[src/core/ascm_pkg.sv]
// constants and types shared by the self-driven serial configuration loader
package ascm_pkg;
   // mode select codes, bit 3 down to bit 0
   localparam logic [3:0]  MODE_STD_POR      = 4'h2;       // 0,0,1,0
   localparam logic [3:0]  MODE_FAST_POR     = 4'hd;       // 1,1,0,1
   // system clock
   localparam int unsigned MCLK_MHZ          = 250;
   // power-on reset delays, least figures, in ms
   localparam int unsigned POR_FAST_MS       = 3;
   localparam int unsigned POR_STD_MS        = 50;
   localparam int unsigned POR_FAST_CYC      = POR_FAST_MS * MCLK_MHZ * 1000;
   localparam int unsigned POR_STD_CYC       = POR_STD_MS * MCLK_MHZ * 1000;
   // serial clock: highest rate in MHz, half period rounded up in cycles
   localparam int unsigned SCLK_MAX_MHZ      = 40;
   localparam int unsigned SCLK_HALF_CYC     = (MCLK_MHZ + 2 * SCLK_MAX_MHZ - 1)
                                               / (2 * SCLK_MAX_MHZ);
   // internal initialisation oscillator
   localparam int unsigned INIT_OSC_MHZ      = 10;
   localparam int unsigned INIT_DIV_CYC      = MCLK_MHZ / INIT_OSC_MHZ;
   localparam int unsigned INIT_CYCLES       = 3180;
   // error restart timeout, longest figure in us, rounded down
   localparam int unsigned RESTART_MAX_US    = 80;
   localparam int unsigned RESTART_CYC       = RESTART_MAX_US * MCLK_MHZ;
   // memory read command and address frame
   localparam logic [7:0]  READ_CMD          = 8'h03;
   localparam int unsigned CMD_BITS          = 32;
   // first frame of the bitstream: sync field and option bits
   localparam int unsigned HDR_BITS          = 32;
   localparam int unsigned HDR_SYNC_LSB      = 8;
   localparam int unsigned HDR_INITDONE_BIT  = 0;
   localparam logic [23:0] HDR_SYNC_DEFAULT  = 24'h5a3cc3;  // arbitrary value
   // loader stages
   typedef enum logic [2:0] {
      ST_POR      = 3'b000,
      ST_RESET    = 3'b001,
      ST_CONFIG   = 3'b010,
      ST_WAITDONE = 3'b011,
      ST_INIT     = 3'b100,
      ST_USER     = 3'b101,
      ST_ERROR    = 3'b110
   } ascm_state_t;
endpackage

[src/core/ascm_tick_div.sv]
// free divider that emits a one-cycle enable every DIV cycles while running
`timescale 1ns/1ps
module ascm_tick_div #(
   parameter int unsigned DIV = 4
) (
   input  wire logic mclk,
   input  wire logic nrst,
   input  wire logic run,
   output logic      tick
);
   localparam int unsigned W = (DIV > 1) ? $clog2(DIV) : 1;

   generate
      if (DIV < 2) begin : g_bad_div
         $error("ascm_tick_div needs DIV of at least 2");
      end
   endgenerate

   logic [W-1:0] cnt_reg;    // cycles since last tick
   logic [W-1:0] cnt_next;
   wire          atEnd = (cnt_reg == W'(DIV - 1));

   assign tick     = run && atEnd;
   assign cnt_next = (!run || atEnd) ? '0 : cnt_reg + W'(1);

   // counter restarts whenever the divider is stopped, so the first tick is a full period late
   always_ff @(posedge mclk or negedge nrst) begin
      if (!nrst) begin
         cnt_reg <= '0;
      end else begin
         cnt_reg <= cnt_next;
      end
   end
endmodule // ascm_tick_div

[src/core/ascm_loader.sv]
// self-driven serial configuration loader: power-on, reset, load, init, user mode
`timescale 1ns/1ps
module ascm_loader #(
   parameter int unsigned PorFastCycles = ascm_pkg::POR_FAST_CYC,   // fast power-on delay
   parameter int unsigned PorStdCycles  = ascm_pkg::POR_STD_CYC,    // standard power-on delay
   parameter int unsigned RestartCycles = ascm_pkg::RESTART_CYC,    // error reset timeout
   parameter int unsigned ConfigBits    = 1024,                     // bitstream length, with header
   parameter logic [23:0] HeaderSync    = ascm_pkg::HDR_SYNC_DEFAULT, // arbitrary value
   parameter logic [23:0] ReadAddress   = 24'h000000                // first memory address
) (
   input  wire logic       mclk,
   input  wire logic       nrst,
   input  wire logic [3:0] modeSelectPins,
   input  wire logic       configRequestN,
   input  wire logic       statusLineIn,
   output logic            statusLineOut,
   output logic            statusLineOe,
   input  wire logic       configDoneLineIn,
   output logic            configDoneLineOut,
   output logic            configDoneLineOe,
   output logic            configSerialClock,
   output logic            configSerialClockOe,
   output logic            memorySelectOutN,
   output logic            memorySelectOe,
   output logic            serialCommandOut,
   output logic            serialCommandOe,
   input  wire logic       configDataIn,
   input  wire logic       userInitClock,
   input  wire logic       userClockEnable,
   input  wire logic       autoRestartEnable,
   output logic            initDoneOut,
   output logic            initDoneOe,
   output logic            userIoEnable,
   output logic            weakPullupEnable,
   output logic            configBitData,
   output logic            configBitValid,
   output logic            userModeActive
);
   generate
      if (ConfigBits <= ascm_pkg::HDR_BITS || PorFastCycles < 2 || PorStdCycles < 2
          || RestartCycles < 2) begin : g_bad_cfg
         $error("ascm_loader parameters out of range");
      end
   endgenerate

   localparam int unsigned LAST_FALL = ascm_pkg::CMD_BITS + ConfigBits - 1;

   // two-flop synchronisers for all pins except the user clock enable and auto-restart; order: request, status, done, data, user clock, mode
   logic [8:0]  syncA_reg;   // first stage, read only by the second
   logic [8:0]  syncB_reg;   // second stage, safe to use
   logic        userClkOld_reg;   // previous user clock level for edge finding
   always_ff @(posedge mclk or negedge nrst) begin
      if (!nrst) begin
         syncA_reg      <= 9'h003;
         syncB_reg      <= 9'h003;
         userClkOld_reg <= 1'b0;
      end else begin
         syncA_reg      <= {modeSelectPins, userInitClock, configDataIn, configDoneLineIn,
                            statusLineIn, configRequestN};
         syncB_reg      <= syncA_reg;
         userClkOld_reg <= syncB_reg[4];
      end
   end

   wire       reqHigh    = syncB_reg[0];
   wire       statusHigh = syncB_reg[1];
   wire       doneHigh   = syncB_reg[2];
   wire       dataBit    = syncB_reg[3];
   wire       userEdge   = syncB_reg[4] && !userClkOld_reg;
   wire [3:0] modeNow    = syncB_reg[8:5];
   wire       modeFast   = (modeNow == ascm_pkg::MODE_FAST_POR);
   wire       modeStd    = (modeNow == ascm_pkg::MODE_STD_POR);

   // state and working registers
   ascm_pkg::ascm_state_t state_reg, state_next;
   logic [31:0] cnt_reg;       // power-on, restart and init counter
   logic [31:0] cnt_next;
   logic [31:0] fallCnt_reg;   // serial clock falls in this load
   logic        sclk_reg;      // serial clock level
   logic        csN_reg;       // memory select, active low
   logic        cmdOut_reg;    // command bit toward memory
   logic [31:0] cmdShift_reg;  // remaining command and address bits
   logic [31:0] hdr_reg;       // first frame as it arrives
   logic        initDoneEn_reg;   // option bit from the first frame
   logic        bitData_reg;
   logic        bitValid_reg;

   // serial clock divider runs only while loading
   wire sclkTick;
   ascm_tick_div #(.DIV(ascm_pkg::SCLK_HALF_CYC)) u_sclk_div (
      .mclk (mclk),
      .nrst (nrst),
      .run  (state_reg == ascm_pkg::ST_CONFIG),
      .tick (sclkTick)
   );

   // internal init oscillator divider
   wire oscTick;
   ascm_tick_div #(.DIV(ascm_pkg::INIT_DIV_CYC)) u_osc_div (
      .mclk (mclk),
      .nrst (nrst),
      .run  (state_reg == ascm_pkg::ST_INIT),
      .tick (oscTick)
   );

   // the user clock is looked at only during init, so it cannot disturb loading
   wire initTick = userClockEnable ? userEdge : oscTick;

   // serial clock events
   wire fallEv   = sclkTick && sclk_reg;
   wire riseEv   = sclkTick && !sclk_reg;
   wire capture  = fallEv && (fallCnt_reg >= 32'(ascm_pkg::CMD_BITS));
   wire [31:0] dataIdx = fallCnt_reg - 32'(ascm_pkg::CMD_BITS);
   wire [31:0] hdrNew  = {hdr_reg[30:0], dataBit};
   wire hdrDone  = capture && (dataIdx == 32'(ascm_pkg::HDR_BITS - 1));
   wire hdrBad   = hdrDone && (hdrNew[31:ascm_pkg::HDR_SYNC_LSB] != HeaderSync);
   wire loadDone = fallEv && (fallCnt_reg == 32'(LAST_FALL));
   wire [31:0] porTarget  = modeFast ? 32'(PorFastCycles) : 32'(PorStdCycles);
   wire        porEnd     = (cnt_reg >= porTarget - 32'd1) && (modeFast || modeStd);
   wire        initEnd    = initTick && (cnt_reg == 32'(ascm_pkg::INIT_CYCLES - 1));
   wire        restartEnd = (cnt_reg == 32'(RestartCycles - 1));
   wire [31:0] cmdWord    = {ascm_pkg::READ_CMD, ReadAddress};

   // next stage; a low request wins over every stage after power-on
   always_comb begin
      state_next = state_reg;
      cnt_next   = cnt_reg;
      case (state_reg)
         ascm_pkg::ST_POR: begin
            cnt_next = cnt_reg + 32'd1;
            if (porEnd) begin
               state_next = ascm_pkg::ST_RESET;
               cnt_next   = '0;
            end
         end
         ascm_pkg::ST_RESET: begin
            if (reqHigh && statusHigh) begin
               state_next = ascm_pkg::ST_CONFIG;
            end
         end
         ascm_pkg::ST_CONFIG: begin
            if (hdrBad) begin
               state_next = ascm_pkg::ST_ERROR;
               cnt_next   = '0;
            end else if (loadDone) begin
               state_next = ascm_pkg::ST_WAITDONE;
            end
         end
         ascm_pkg::ST_WAITDONE: begin
            if (doneHigh) begin
               state_next = ascm_pkg::ST_INIT;
               cnt_next   = '0;
            end
         end
         ascm_pkg::ST_INIT: begin
            if (initEnd) begin
               state_next = ascm_pkg::ST_USER;
            end else if (initTick) begin
               cnt_next = cnt_reg + 32'd1;
            end
         end
         ascm_pkg::ST_USER: begin
            state_next = ascm_pkg::ST_USER;
         end
         ascm_pkg::ST_ERROR: begin
            // without auto-restart the stage holds until the system pulls the request low
            if (autoRestartEnable) begin
               cnt_next = cnt_reg + 32'd1;
               if (restartEnd) begin
                  state_next = ascm_pkg::ST_RESET;
               end
            end
         end
         default: begin
            state_next = ascm_pkg::ST_POR;
            cnt_next   = '0;
         end
      endcase
      if (state_reg != ascm_pkg::ST_POR && !reqHigh) begin
         state_next = ascm_pkg::ST_RESET;
         cnt_next   = '0;
      end
   end

   // stage register and shared counter
   always_ff @(posedge mclk or negedge nrst) begin
      if (!nrst) begin
         state_reg <= ascm_pkg::ST_POR;
         cnt_reg   <= '0;
      end else begin
         state_reg <= state_next;
         cnt_reg   <= cnt_next;
      end
   end

   wire enterConfig = (state_reg != ascm_pkg::ST_CONFIG) && (state_next == ascm_pkg::ST_CONFIG);
   wire inConfig    = (state_reg == ascm_pkg::ST_CONFIG) && (state_next == ascm_pkg::ST_CONFIG);

   // serial link: select changes on entry and exit, command on entry and on falls, data taken on falls
   always_ff @(posedge mclk or negedge nrst) begin
      if (!nrst) begin
         sclk_reg     <= 1'b0;
         csN_reg      <= 1'b1;
         cmdOut_reg   <= 1'b0;
         cmdShift_reg <= '0;
         fallCnt_reg  <= '0;
      end else if (enterConfig) begin
         // clock is low here, so the first bit is set up before the first rise
         csN_reg      <= 1'b0;
         cmdOut_reg   <= cmdWord[31];
         cmdShift_reg <= {cmdWord[30:0], 1'b0};
         fallCnt_reg  <= '0;
         sclk_reg     <= 1'b0;
      end else if (inConfig) begin
         if (sclkTick) begin
            sclk_reg <= !sclk_reg;
         end
         if (fallEv) begin
            fallCnt_reg <= fallCnt_reg + 32'd1;
            if (fallCnt_reg < 32'(ascm_pkg::CMD_BITS - 1)) begin
               cmdOut_reg   <= cmdShift_reg[31];
               cmdShift_reg <= {cmdShift_reg[30:0], 1'b0};
            end
         end
      end else begin
         // leaving the load or idle: clock parked low, memory deselected
         sclk_reg   <= 1'b0;
         csN_reg    <= 1'b1;
         cmdOut_reg <= 1'b0;
      end
   end

   // first frame and data stream capture
   always_ff @(posedge mclk or negedge nrst) begin
      if (!nrst) begin
         hdr_reg        <= '0;
         initDoneEn_reg <= 1'b0;
         bitData_reg    <= 1'b0;
         bitValid_reg   <= 1'b0;
      end else begin
         // the last bit falls on the edge that leaves the load, so the stage test is not used
         bitValid_reg <= capture && !hdrBad;
         if (capture) begin
            bitData_reg <= dataBit;
            hdr_reg     <= hdrNew;
         end
         if (enterConfig) begin
            initDoneEn_reg <= 1'b0;
         end else if (hdrDone && !hdrBad) begin
            initDoneEn_reg <= hdrNew[ascm_pkg::HDR_INITDONE_BIT];
         end
      end
   end

   // pin drive decoding; open-drain lines only ever pull low
   wire stPor     = (state_reg == ascm_pkg::ST_POR);
   wire stError   = (state_reg == ascm_pkg::ST_ERROR);
   wire stUser    = (state_reg == ascm_pkg::ST_USER);
   wire doneFree  = (state_reg == ascm_pkg::ST_WAITDONE) || (state_reg == ascm_pkg::ST_INIT)
                    || stUser;
   wire linkDrive = (state_reg == ascm_pkg::ST_CONFIG);

   assign statusLineOut       = 1'b0;
   assign statusLineOe        = stPor || stError || !reqHigh;
   assign configDoneLineOut   = 1'b0;
   assign configDoneLineOe    = !doneFree;
   assign configSerialClock   = sclk_reg;
   assign configSerialClockOe = linkDrive;
   assign memorySelectOutN    = csN_reg;
   assign memorySelectOe      = !stPor && !stUser;
   assign serialCommandOut    = cmdOut_reg;
   assign serialCommandOe     = linkDrive;
   assign initDoneOut         = 1'b0;
   assign initDoneOe          = initDoneEn_reg && !stUser && !stPor;
   assign userIoEnable        = stUser;
   assign weakPullupEnable    = !stPor && !stUser;
   assign configBitData       = bitData_reg;
   assign configBitValid      = bitValid_reg;
   assign userModeActive      = stUser;

   // checks next to the logic
   por_status_a: assert property (
      @(posedge mclk) disable iff (!nrst)
      stPor |-> statusLineOe && configDoneLineOe && !userIoEnable)
      else $error("status or done released during power-on");

   reset_hold_a: assert property (
      @(posedge mclk) disable iff (!nrst)
      (state_reg == ascm_pkg::ST_RESET) && (!reqHigh || !statusHigh)
      |=> (state_reg == ascm_pkg::ST_RESET))
      else $error("reset stage left while request or status low");

   clock_park_a: assert property (
      @(posedge mclk) disable iff (!nrst)
      !linkDrive |-> !sclk_reg && csN_reg)
      else $error("serial clock or select active outside loading");

   cmd_on_fall_a: assert property (
      @(posedge mclk) disable iff (!nrst)
      linkDrive && $changed(cmdOut_reg) |-> !sclk_reg)
      else $error("command bit changed away from a falling edge");

   capture_fall_a: assert property (
      @(posedge mclk) disable iff (!nrst)
      bitValid_reg |-> !sclk_reg && $past(sclk_reg))
      else $error("data bit captured away from a falling edge");

   select_low_a: assert property (
      @(posedge mclk) disable iff (!nrst)
      linkDrive && $past(linkDrive) |-> !csN_reg)
      else $error("memory not selected during loading");

   init_count_a: assert property (
      @(posedge mclk) disable iff (!nrst)
      $rose(stUser) |-> $past(cnt_reg) == 32'(ascm_pkg::INIT_CYCLES - 1) && $past(initTick))
      else $error("user mode entered before init count");

   init_gate_a: assert property (
      @(posedge mclk) disable iff (!nrst)
      (state_reg == ascm_pkg::ST_INIT) && $past(state_reg == ascm_pkg::ST_WAITDONE)
      |-> $past(doneHigh))
      else $error("init started without done line high");

   error_lines_a: assert property (
      @(posedge mclk) disable iff (!nrst)
      stError |-> statusLineOe && configDoneLineOe ##0 !userIoEnable)
      else $error("error stage not holding status and done low");

   user_pins_a: assert property (
      @(posedge mclk) disable iff (!nrst)
      stUser |-> !weakPullupEnable && userIoEnable && !initDoneOe)
      else $error("user mode pins wrong");

   request_low_a: assert property (
      @(posedge mclk) disable iff (!nrst)
      !stPor && !reqHigh |-> statusLineOe ##1 (state_reg == ascm_pkg::ST_RESET))
      else $error("low request did not reset");
endmodule // ascm_loader

[config.mk]
export PLATFORM = sky130hd
export DESIGN_NAME = ascm_loader
export DESIGN_NICKNAME = d
export VERILOG_FILES = /design/src/core/ascm_pkg.sv /design/src/core/ascm_tick_div.sv /design/src/core/ascm_loader.sv
export SDC_FILE = /design/constraint.sdc
export NUM_CORES = 1
export LEC_CHECK = 0
export ABC_CLOCK_PERIOD_IN_PS = 3200
export BUFFER_PORTS_ARGS = -buffer_cell sky130_fd_sc_hd__buf_2
export CORE_ASPECT_RATIO = 0.9
export CORE_MARGIN = 3
export CORE_UTILIZATION = 30
export CTS_BUF_LIST = sky130_fd_sc_hd__clkbuf_8
export DETAILED_ROUTE_END_ITERATION = 8
export SLEW_MARGIN = 10
export SYNTH_ARGS = -nofsm -noshare
export SYNTH_HDL_FRONTEND = slang
export SYNTH_SLANG_ARGS = --single-unit
[constraint.sdc]
create_clock -name mclk -period 3.2 [get_ports mclk]
set_input_delay 0.64 -clock mclk [delete_from_list [all_inputs] [get_ports mclk]]
set_output_delay 0.64 -clock mclk [all_outputs]
set_load 0.05 [all_outputs]
==> results of run 1 <==
how the worst min path moves through the flow:
stage / start / end / cells past startpoint / slack, ps
3_3_place_gp: syncA_reg[4] / syncB_reg[4] / 0 / 330
2_1_floorplan: syncA_reg[2] / syncB_reg[2] / 0 / 330
6_report: nrst / cnt_reg[28] / 1 / 240
5_1_grt: nrst / syncB_reg[8] / 1 / 260
3_5_place_dp: syncA_reg[6] / syncB_reg[6] / 0 / 330
4_1_cts: nrst / cnt_reg[28] / 1 / 250
through the flow:
step | hold WS [ps] | util | cell area (sq um) | power [mW]
after detailed placement | 335 | 0.335 | 8290 | 3.75
after global placement | 334 | 0.335 | 8290 | 3.73
after CTS | 255 | 0.350 | 8670 | 5.17
final | 241 | 0.350 | 8670 | 5.13
after floorplan | 331 | - | 7700 | 3.17
after global routing | 256 | 0.350 | 8670 | 5.48
metal layers:
metal	vias to the layer above	wire, um	track usage	part of all wire
met4	0	270	0.0429	0.014
met3	22	790	0.0281	0.042
met2	139	8020	0.214	0.42
li1	3058	-	-	-
met5	-	0	0	0
met1	3068	9820	0.208	0.52
cell usage after synthesis (10+ instances only):
cell type and n:
a21oi_1 23, and3_1 15, clkbuf_1 25, dfrtp_1 131
ha_1 21, inv_1 33, mux2_2 32, nand2_1 64
nand2b_1 10, nand3_1 31, nand4_1 25, nor2_1 44
nor3_1 21, nor4_1 16, o211ai_1 27, o21ai_0 60
o31ai_1 17, or3_1 12, or4_1 24
critical path: stages, from the launching register on:
cell and delay (ps):
dfrtp_1 480, inv_1 100, ha_1 180, nor3b_1 220, buf_4 170, nand4_1 120
or3_1 370, and3_1 210, and4_4 270, buf_4 180, or4_1 500, a21oi_1 160
report_power, final:
part / switching [mW] / internal [mW] / leakage [nW]
clock network: 0.695 / 0.703 / 0.190
registers: 0.192 / 1.84 / 1.82
logic: 1.15 / 0.558 / 1.74
cell families after synthesis:
| family | after synthesis | share of synthesized area |
|---|---|---|
| compound gates | 189 | 0.163 |
| xor+xnor | 8 | 0.00911 |
| fa+ha+maj | 21 | 0.0342 |
| buf+inv | 83 | 0.0491 |
| flops | 136 | 0.443 |
| mux | 42 | 0.0600 |
| other cells | 1 | 0.000487 |
| simple gates | 319 | 0.241 |
final cells by class:
| class | count | area [sq um] |
|---|---|---|
| Fill cell | 2587 | 16100 |
| Sequential cell | 136 | 3410 |
| Tap cell | 336 | 420 |
| Multi-Input combinational cell | 582 | 3920 |
| Clock buffer | 18 | 248 |
| Timing Repair Buffer | 62 | 419 |
| Inverter | 33 | 124 |
| Clock inverter | 13 | 130 |
cells in the final DEF (no fill, tap or decap), types with 22 or more instances in the layout:
cell	instances
mux2_2	32
or4_1	24
buf_4	35
nand3_1	31
inv_1	35
a21oi_1	22
buf_2	25
nor2_1	44
dfrtp_1	131
nand4_1	25
nand2_1	64
o21ai_0	60
o211ai_1	27
==> results.json, run 1 <==
{
  "outcome": "complete, no violations",
  "rr_worst_depth": 11,
  "avgSynthCellArea_sq_um": 9.63,
  "endpoint": "fallCnt_reg[5]",
  "synth_top_area_frac": 0.426,
  "synth-async-reset-ratio": 1.00,
  "path_class": "reg2reg",
  "leakagePower_nw": 3.74,
  "min_period_over_period": 0.945,
  "ctsResizeCount": 0,
  "synthTopCellsByArea": "dfrtp_1 (43%), mux2_2 (4.7%), o21ai_0 (3.9%), ha_1 (3.4%), nand2_1 (3.1%)",
  "die_h_um": 158,
  "crit_start": "fallCnt_reg[5]",
  "slew_viol_final": 0,
  "syn_inst": 799,
  "synth_edf_count": 0,
  "cts_made_buffers": 17,
  "worst_pin_slew_ps": 777,
  "setup-tns-final_ps": 0,
  "vias_per_cell": 5.33,
  "ys.flop_type": "dfrtp_1",
  "via_count": 6287,
  "ys_warn_count": 0,
  "worstPathRequired_ps": 3560,
  "clk_latency_ps": 440,
  "grt_max_degree": 80,
  "cts_tree": "yes",
  "num_rows": 54,
  "hold_path_class": "in2async",
  "ios": 30,
  "cts.sinks": 136,
  "ys_ff_latch": 136,
  "cts_buffer_depth": 2,
  "r2r-start": "fallCnt_reg[5]",
  "maxSlewHeadroom": 0.480,
  "grt_pass1_wl_um": 32000,
  "post-synth-top-area-cell": "dfrtp_1",
  "dp_hpwl_um": 13200,
  "hold_viol_final": 0,
  "numPortBuffers": 26,
  "cts_root_buf": "clkbuf_8",
  "grt_pass1_vias": 6131,
  "dp_slack_ps": 246,
  "ys_types": 81,
  "seq_area_frac_synth": 0.443,
  "fmax_mhz": 331,
  "postCtsHoldBufs": 0,
  "start_kind": "register",
  "period_minus_slack_ps": 3020,
  "maxCapViolCount": 0,
  "drt-pass1-iter-count": 5,
  "antenna_found_initial": 0,
  "rsz0062_at_grt": "false",
  "drive_above_1_share": 0.182,
  "dp_cells": 1149,
  "r2r_slack_ps": 180,
  "cts_setup_buffers": 0,
  "core_sq_mm": 0.0247,
  "drcViolationCount": 0,
  "skew_ps": 16.5,
  "cp-end-kind": "register",
  "post_drt_wl_per_cell_um": 16.0,
  "dieArea_sq_mm": 0.0276,
  "setup_ws_ps": 175,
  "gr-total-overflow": 0,
  "crit_arrival_ps": 3390,
  "final_cells": 1180,
  "syn_to_final_growth_pct": 12.7,
  "nets": 866,
  "h-tree-depth": 4,
  "p_per_area_mw_per_mm2": 592,
  "grt.total_usage": 0.143,
  "cp_max_fo": 20,
  "setup_viol": 0,
  "wl_um": 18900,
  "ir_drop_mv": 0.344,
  "dieWidth_um": 175,
  "syn-cell-area_sq_mm": 0.00769,
  "timing.rr.end": "fallCnt_reg[5]",
  "initial_utilization": 0.311,
  "ant_nets": 0,
  "finalWeightedCongestion": 0.861,
  "clk_pin_slew_worst_paths_ps": 80,
  "drtIter0Drc": 390,
  "n_antenna_cell": 0
}
Note: power is estimated with default switching activity, not from simulation.
==> run 2, diff against run 1 <==
- ABC_CLOCK_PERIOD_IN_PS: 3200 -> 2800
- clock period: 3.2 -> 2.8 ns (I/O delays scaled with it)
==> run 2 against run 1 <==
Global-route usage rose by 0.56 points; critical path depth grew 3; sequential share of layout area shrank 3.8 points; non-clock buffer count grew 70; clock skew grew 2.8 ps; hold slack worse by 140 ps; sequential power up 9.9%.
==> results.json, run 2 (synthesized netlist as in run 1, its figures left out) <==
{
  "cts_made_buffers": 17,
  "skew_ps": 19.3,
  "path_class": "reg2reg",
  "cp_common_cell": "buf_6",
  "seqCellArea_sq_mm": 0.00341,
  "cts.sinks": 136,
  "drt-pass1-iter-count": 5,
  "numPortBuffers": 26,
  "dpl_cell_area_sq_mm": 0.00873,
  "dp_slack_ps": -147,
  "gr-total-overflow": 0,
  "slew_viol_final": 0,
  "setup_ws_ps": 35.9,
  "crit_arrival_ps": 3150,
  "cts_buffer_depth": 2,
  "grt_pass1_wl_um": 33200,
  "drive_above_1_share": 0.298,
  "vias_per_cell": 5.31,
  "grt.total_usage": 0.148,
  "leakagePower_nw": 4.18,
  "ios": 30,
  "start_kind": "register",
  "cp-end-kind": "register",
  "clk_pin_slew_worst_paths_ps": 90,
  "layout_common_cells": "dfrtp_1 (129), buf_4 (91), nand2_1 (64)",
  "grt_pass1_vias": 6322,
  "cp_max_fo": 8,
  "postCtsHoldBufs": 0,
  "cts_tree": "yes",
  "maxCapViolCount": 0,
  "dieArea_sq_mm": 0.0276,
  "r2r-start": "syncB_reg[7]",
  "core_sq_mm": 0.0247,
  "p_per_area_mw_per_mm2": 687,
  "dieWidth_um": 175,
  "syn_to_final_growth_pct": 24.8,
  "rsz0062_at_grt": "true",
  "n_antenna_cell": 0,
  "dp_hpwl_um": 13900,
  "finalWeightedCongestion": 0.868,
  "drtIter0Drc": 581,
  "crit_start": "syncB_reg[7]",
  "via_count": 6649,
  "cts_root_buf": "clkbuf_8",
  "die_h_um": 158,
  "num_rows": 54,
  "antenna_found_initial": 0,
  "worst_pin_slew_ps": 659,
  "ir_drop_mv": 0.293,
  "cp_slowest_cell": "dfrtp_1",
  "clk_latency_ps": 460,
  "maxSlewHeadroom": 0.561,
  "drcViolationCount": 0,
  "hold_path_class": "in2async",
  "crit_chain": "nand4b_1 -> buf_6 -> inv_4 -> buf_8 -> ha_4 -> a211oi_2 -> o2111ai_2 -> a311oi_2 -> o31ai_4 -> a21oi_4 -> buf_6 -> buf_6 -> o21ai_0 -> o211ai_1",
  "nFillCells": 2456,
  "multiInputGateArea_sq_mm": 0.00425,
  "worstPathRequired_ps": 3190,
  "initial_utilization": 0.311,
  "fmax_mhz": 362,
  "h-tree-depth": 4,
  "cp_num_buf_inv": 5,
  "setup_viol": 0,
  "post_drt_wl_per_cell_um": 16.4,
  "period_minus_slack_ps": 2760,
  "wl_um": 20500,
  "grt_max_degree": 74,
  "cp_top_family": "compound AO/OA/AOI/OAI gates",
  "outcome": "complete, no violations",
  "final_common_cell": "dfrtp_1",
  "min_period_over_period": 0.987,
  "stdcell_area_sq_mm": 0.00960,
  "cpPeakStageDelay_ps": 380,
  "nets": 937,
  "ant_nets": 0,
  "hold_viol_final": 0
}
==> run 2: changes by cell type in the layout (fill, tap and decap cells not counted), sizes merged <==
cell	previous run	this run
buf	62	131
clkinv	3	8
clkinvlp	4	1
and4	5	6
==> run 2: cell type report <==
class	instances	area share
Multi-Input combinational cell	583	0.443
Sequential cell	136	0.355
Timing Repair Buffer	132	0.104
Tap cell	336	0.0438
Clock buffer	17	0.0244
Clock inverter	15	0.0162
Inverter	33	0.0132
==> run 2: what timing repair did <==
action	CTS	global route
buffers inserted	1	11
setup endpoints to repair	34	70
gates cloned	0	3
pin swaps	0	26
resized for setup	2	81
==> run 2: per-layer routing <==
layer | share of wire | GRT usage | wire length (um) | vias up
li1 | - | - | - | 3224
met1 | 0.51 | 0.223 | 10500 | 3272
met2 | 0.43 | 0.216 | 8920 | 133
met3 | 0.041 | 0.0266 | 850 | 20
met4 | 0.011 | 0.0452 | 236 | 0
met5 | 0 | 0 | 0 | -
==> run 2: final timing paths <==
check                           cells after the start      endpoint  slack, ps
max in group asynchronous                           2   cnt_reg[12]       1920
worst min-delay path                                1  syncA_reg[8]        100
worst max register to register                     14   cnt_reg[24]         40
worst min register to register                      0  syncB_reg[5]        350
min in group mclk                                   1  syncA_reg[0]        200
worst max-delay path                               14   cnt_reg[24]         40
==> run 2: per-stage QoR <==
step                      std cells  power [mW]  TNS (ps)  hold slack [ps]  utilization
final                          1252        6.59         0             97.0        0.388
after global routing           1252        6.97     -1390              134        0.388
after CTS                      1238        6.22         0             97.9        0.369
after detailed placement       1205        4.53     -1210              335        0.353
after global placement         1205        4.50     -1330              333        0.353
after floorplan                 801        3.65     -4.70              264            -
==> run 2: worst register-to-register path: stages (launching register included) <==
cell	delay, ps
dfrtp_1	380
nand4b_1	110
buf_6	150
inv_4	50
buf_8	140
ha_4	160
a211oi_2	250
o2111ai_2	180
a311oi_2	350
o31ai_4	150
a21oi_4	300
buf_6	180
buf_6	130
o21ai_0	90
o211ai_1	90
==> run 2: where the power goes <==
group	total, mW	switching (mW)	internal [mW]
Clock	1.65	0.856	0.797
Combinational	2.71	1.66	1.05
Sequential	2.23	0.123	2.11
Total	6.59	2.64	3.95
==> run 3, diff against run 2 <==
- CORE_ASPECT_RATIO: 0.9 -> unset
==> run 3 against run 2 <==
Total power increased by 9.1%; critical path depth unchanged; clock skew decreased by 4.6 ps; highest routed layer unchanged.
==> results.json, run 3 (synthesized netlist as in run 1, its figures left out) <==
{
  "min_period_over_period": 0.989,
  "p_int_mw": 4.31,
  "cp_max_fo": 5,
  "clk_pin_slew_worst_paths_ps": 90,
  "dp_hpwl_um": 13600,
  "p_per_area_mw_per_mm2": 734,
  "dp_cells": 1194,
  "timing.rr.end": "cnt_reg[15]",
  "die_h_um": 166,
  "dp_slack_ps": -104,
  "cts_tree": "yes",
  "maxSlewHeadroom": 0.664,
  "multiInputGateArea_sq_mm": 0.00425,
  "path_class": "reg2reg",
  "outcome": "complete, no violations",
  "via_count": 6675,
  "vias_per_cell": 5.35,
  "dpl_cell_area_sq_mm": 0.00879,
  "ant_nets": 0,
  "cts_buffer_depth": 2,
  "ios": 30,
  "cts_made_buffers": 17,
  "setup_viol": 0,
  "crit_arrival_ps": 3150,
  "wl_um": 20700,
  "cp-end-kind": "register",
  "maxCapViolCount": 0,
  "top_layer": "met4",
  "stdcell_area_sq_mm": 0.00980,
  "leakagePower_nw": 4.28,
  "grt_pass1_wl_um": 32900,
  "hold_path_class": "in2async",
  "n_antenna_cell": 0,
  "endpoint": "cnt_reg[15]",
  "drtIter0Drc": 518,
  "p_comb_frac": 0.472,
  "cts.sinks": 136,
  "grt_max_degree": 58,
  "p_total_mw": 7.20,
  "finalWeightedCongestion": 0.831,
  "cp_common_cell": "buf_4",
  "worst_pin_slew_ps": 502,
  "nets": 945,
  "rr_worst_depth": 14,
  "setup-tns-final_ps": 0,
  "num_rows": 57,
  "final_cells": 1248,
  "nFillCells": 2427,
  "start_kind": "register",
  "skew_ps": 14.7,
  "drt-pass1-iter-count": 5,
  "grt_pass1_vias": 6334,
  "syn_to_final_growth_pct": 27.4,
  "seqCellArea_sq_mm": 0.00341,
  "r2r_slack_ps": 30,
  "worstPathRequired_ps": 3170,
  "antenna_found_initial": 0,
  "ir_drop_mv": 0.376,
  "grt.total_usage": 0.144,
  "numPortBuffers": 26,
  "route.met2.wl_um": 9930,
  "wl_met3_um": 782,
  "crit_chain": "nand4b_1 -> inv_2 -> buf_4 -> ha_1 -> a211oi_2 -> o2111ai_2 -> a311oi_2 -> o31ai_2 -> a21oi_2 -> buf_6 -> buf_12 -> buf_4 -> o21ai_2 -> a22oi_2",
  "seq_power_share": 0.310,
  "setup_ws_ps": 29.6,
  "dieArea_sq_mm": 0.0276,
  "h-tree-depth": 4,
  "final_common_cell": "dfrtp_1",
  "cp_slowest_cell": "dfrtp_1",
  "initial_utilization": 0.311,
  "wl_met1_um": 9590,
  "clk_latency_ps": 450,
  "switching_power_mw": 2.88,
  "rsz0062_at_grt": "true",
  "crit_start": "syncB_reg[7]",
  "drcViolationCount": 0,
  "switching_share": 0.401,
  "drive_above_1_share": 0.318,
  "hold_viol_final": 0,
  "fmax_mhz": 361,
  "r2r-start": "syncB_reg[7]",
  "clkPwrFrac": 0.219,
  "dieWidth_um": 166,
  "layout_common_cells": "dfrtp_1 (130), buf_4 (93), nand2_1 (63)",
  "gr-total-overflow": 0,
  "post_drt_wl_per_cell_um": 16.6,
  "period_minus_slack_ps": 2770,
  "slew_viol_final": 0,
  "core_sq_mm": 0.0247,
  "cts_root_buf": "clkbuf_8",
  "cpPeakStageDelay_ps": 390
}
-- run 3: worst min path at each step --
stage,slack [ps],end
2_1_floorplan,260,cmdShift_reg[25]
3_3_place_gp,330,syncB_reg[7]
3_5_place_dp,340,syncB_reg[8]
4_1_cts,40,cnt_reg[26]
5_1_grt,50,cnt_reg[26]
6_report,40,cnt_reg[26]
-- run 3: cell type report --
class                   count  share of cell area
clock inverters            14              0.0130
flip-flops and latches    136               0.348
multi-input cells         582               0.434
inverters                  33              0.0126
well taps                 324              0.0414
clock buffers              18              0.0253
repair buffers            141               0.125
-- run 3: repair_timing --
| action | 4_1_cts | 5_1_grt |
|---|---|---|
| cloned | 1 | 8 |
| pin swaps | 5 | 38 |
| setup endpoints to repair | 17 | 64 |
| hold buffers | 0 | 0 |
| gates resized for setup | 7 | 91 |
| buffers inserted | 3 | 10 |
-- run 3: worst max-delay path, delay by kind of cell (launching register included) --
kind            cells  cell delay, ps
fa+ha+maj           1             200
simple gates        1             170
compound gates      7            1280
flops               1             390
buf+inv             5             650
-- run 3: power groups by stage --
stage / sequential, mW / clock [mW] / combinational (mW)
final: 2.23 / 1.57 / 3.40
after CTS: 2.22 / 1.63 / 2.49
after global placement: 2.26 / 0 / 2.28
after floorplan: 2.28 / 0 / 1.37
after detailed placement: 2.26 / 0 / 2.31
after global routing: 2.25 / 1.71 / 3.60
-- run 3: metrics by stage --
step / hold WS (ps) / utilization
finish: 35.8 / 0.396
global route: 48.7 / 0.396
CTS: 41.0 / 0.374
detailed placement: 338 / 0.355
global placement: 331 / 0.355
floorplan: 264 / -
-- run 3: routing by layer --
metal,up-vias,GRT usage
met5,-,0
met4,0,0.0524
met3,31,0.0221
met2,149,0.232
met1,3260,0.197
li1,3235,-
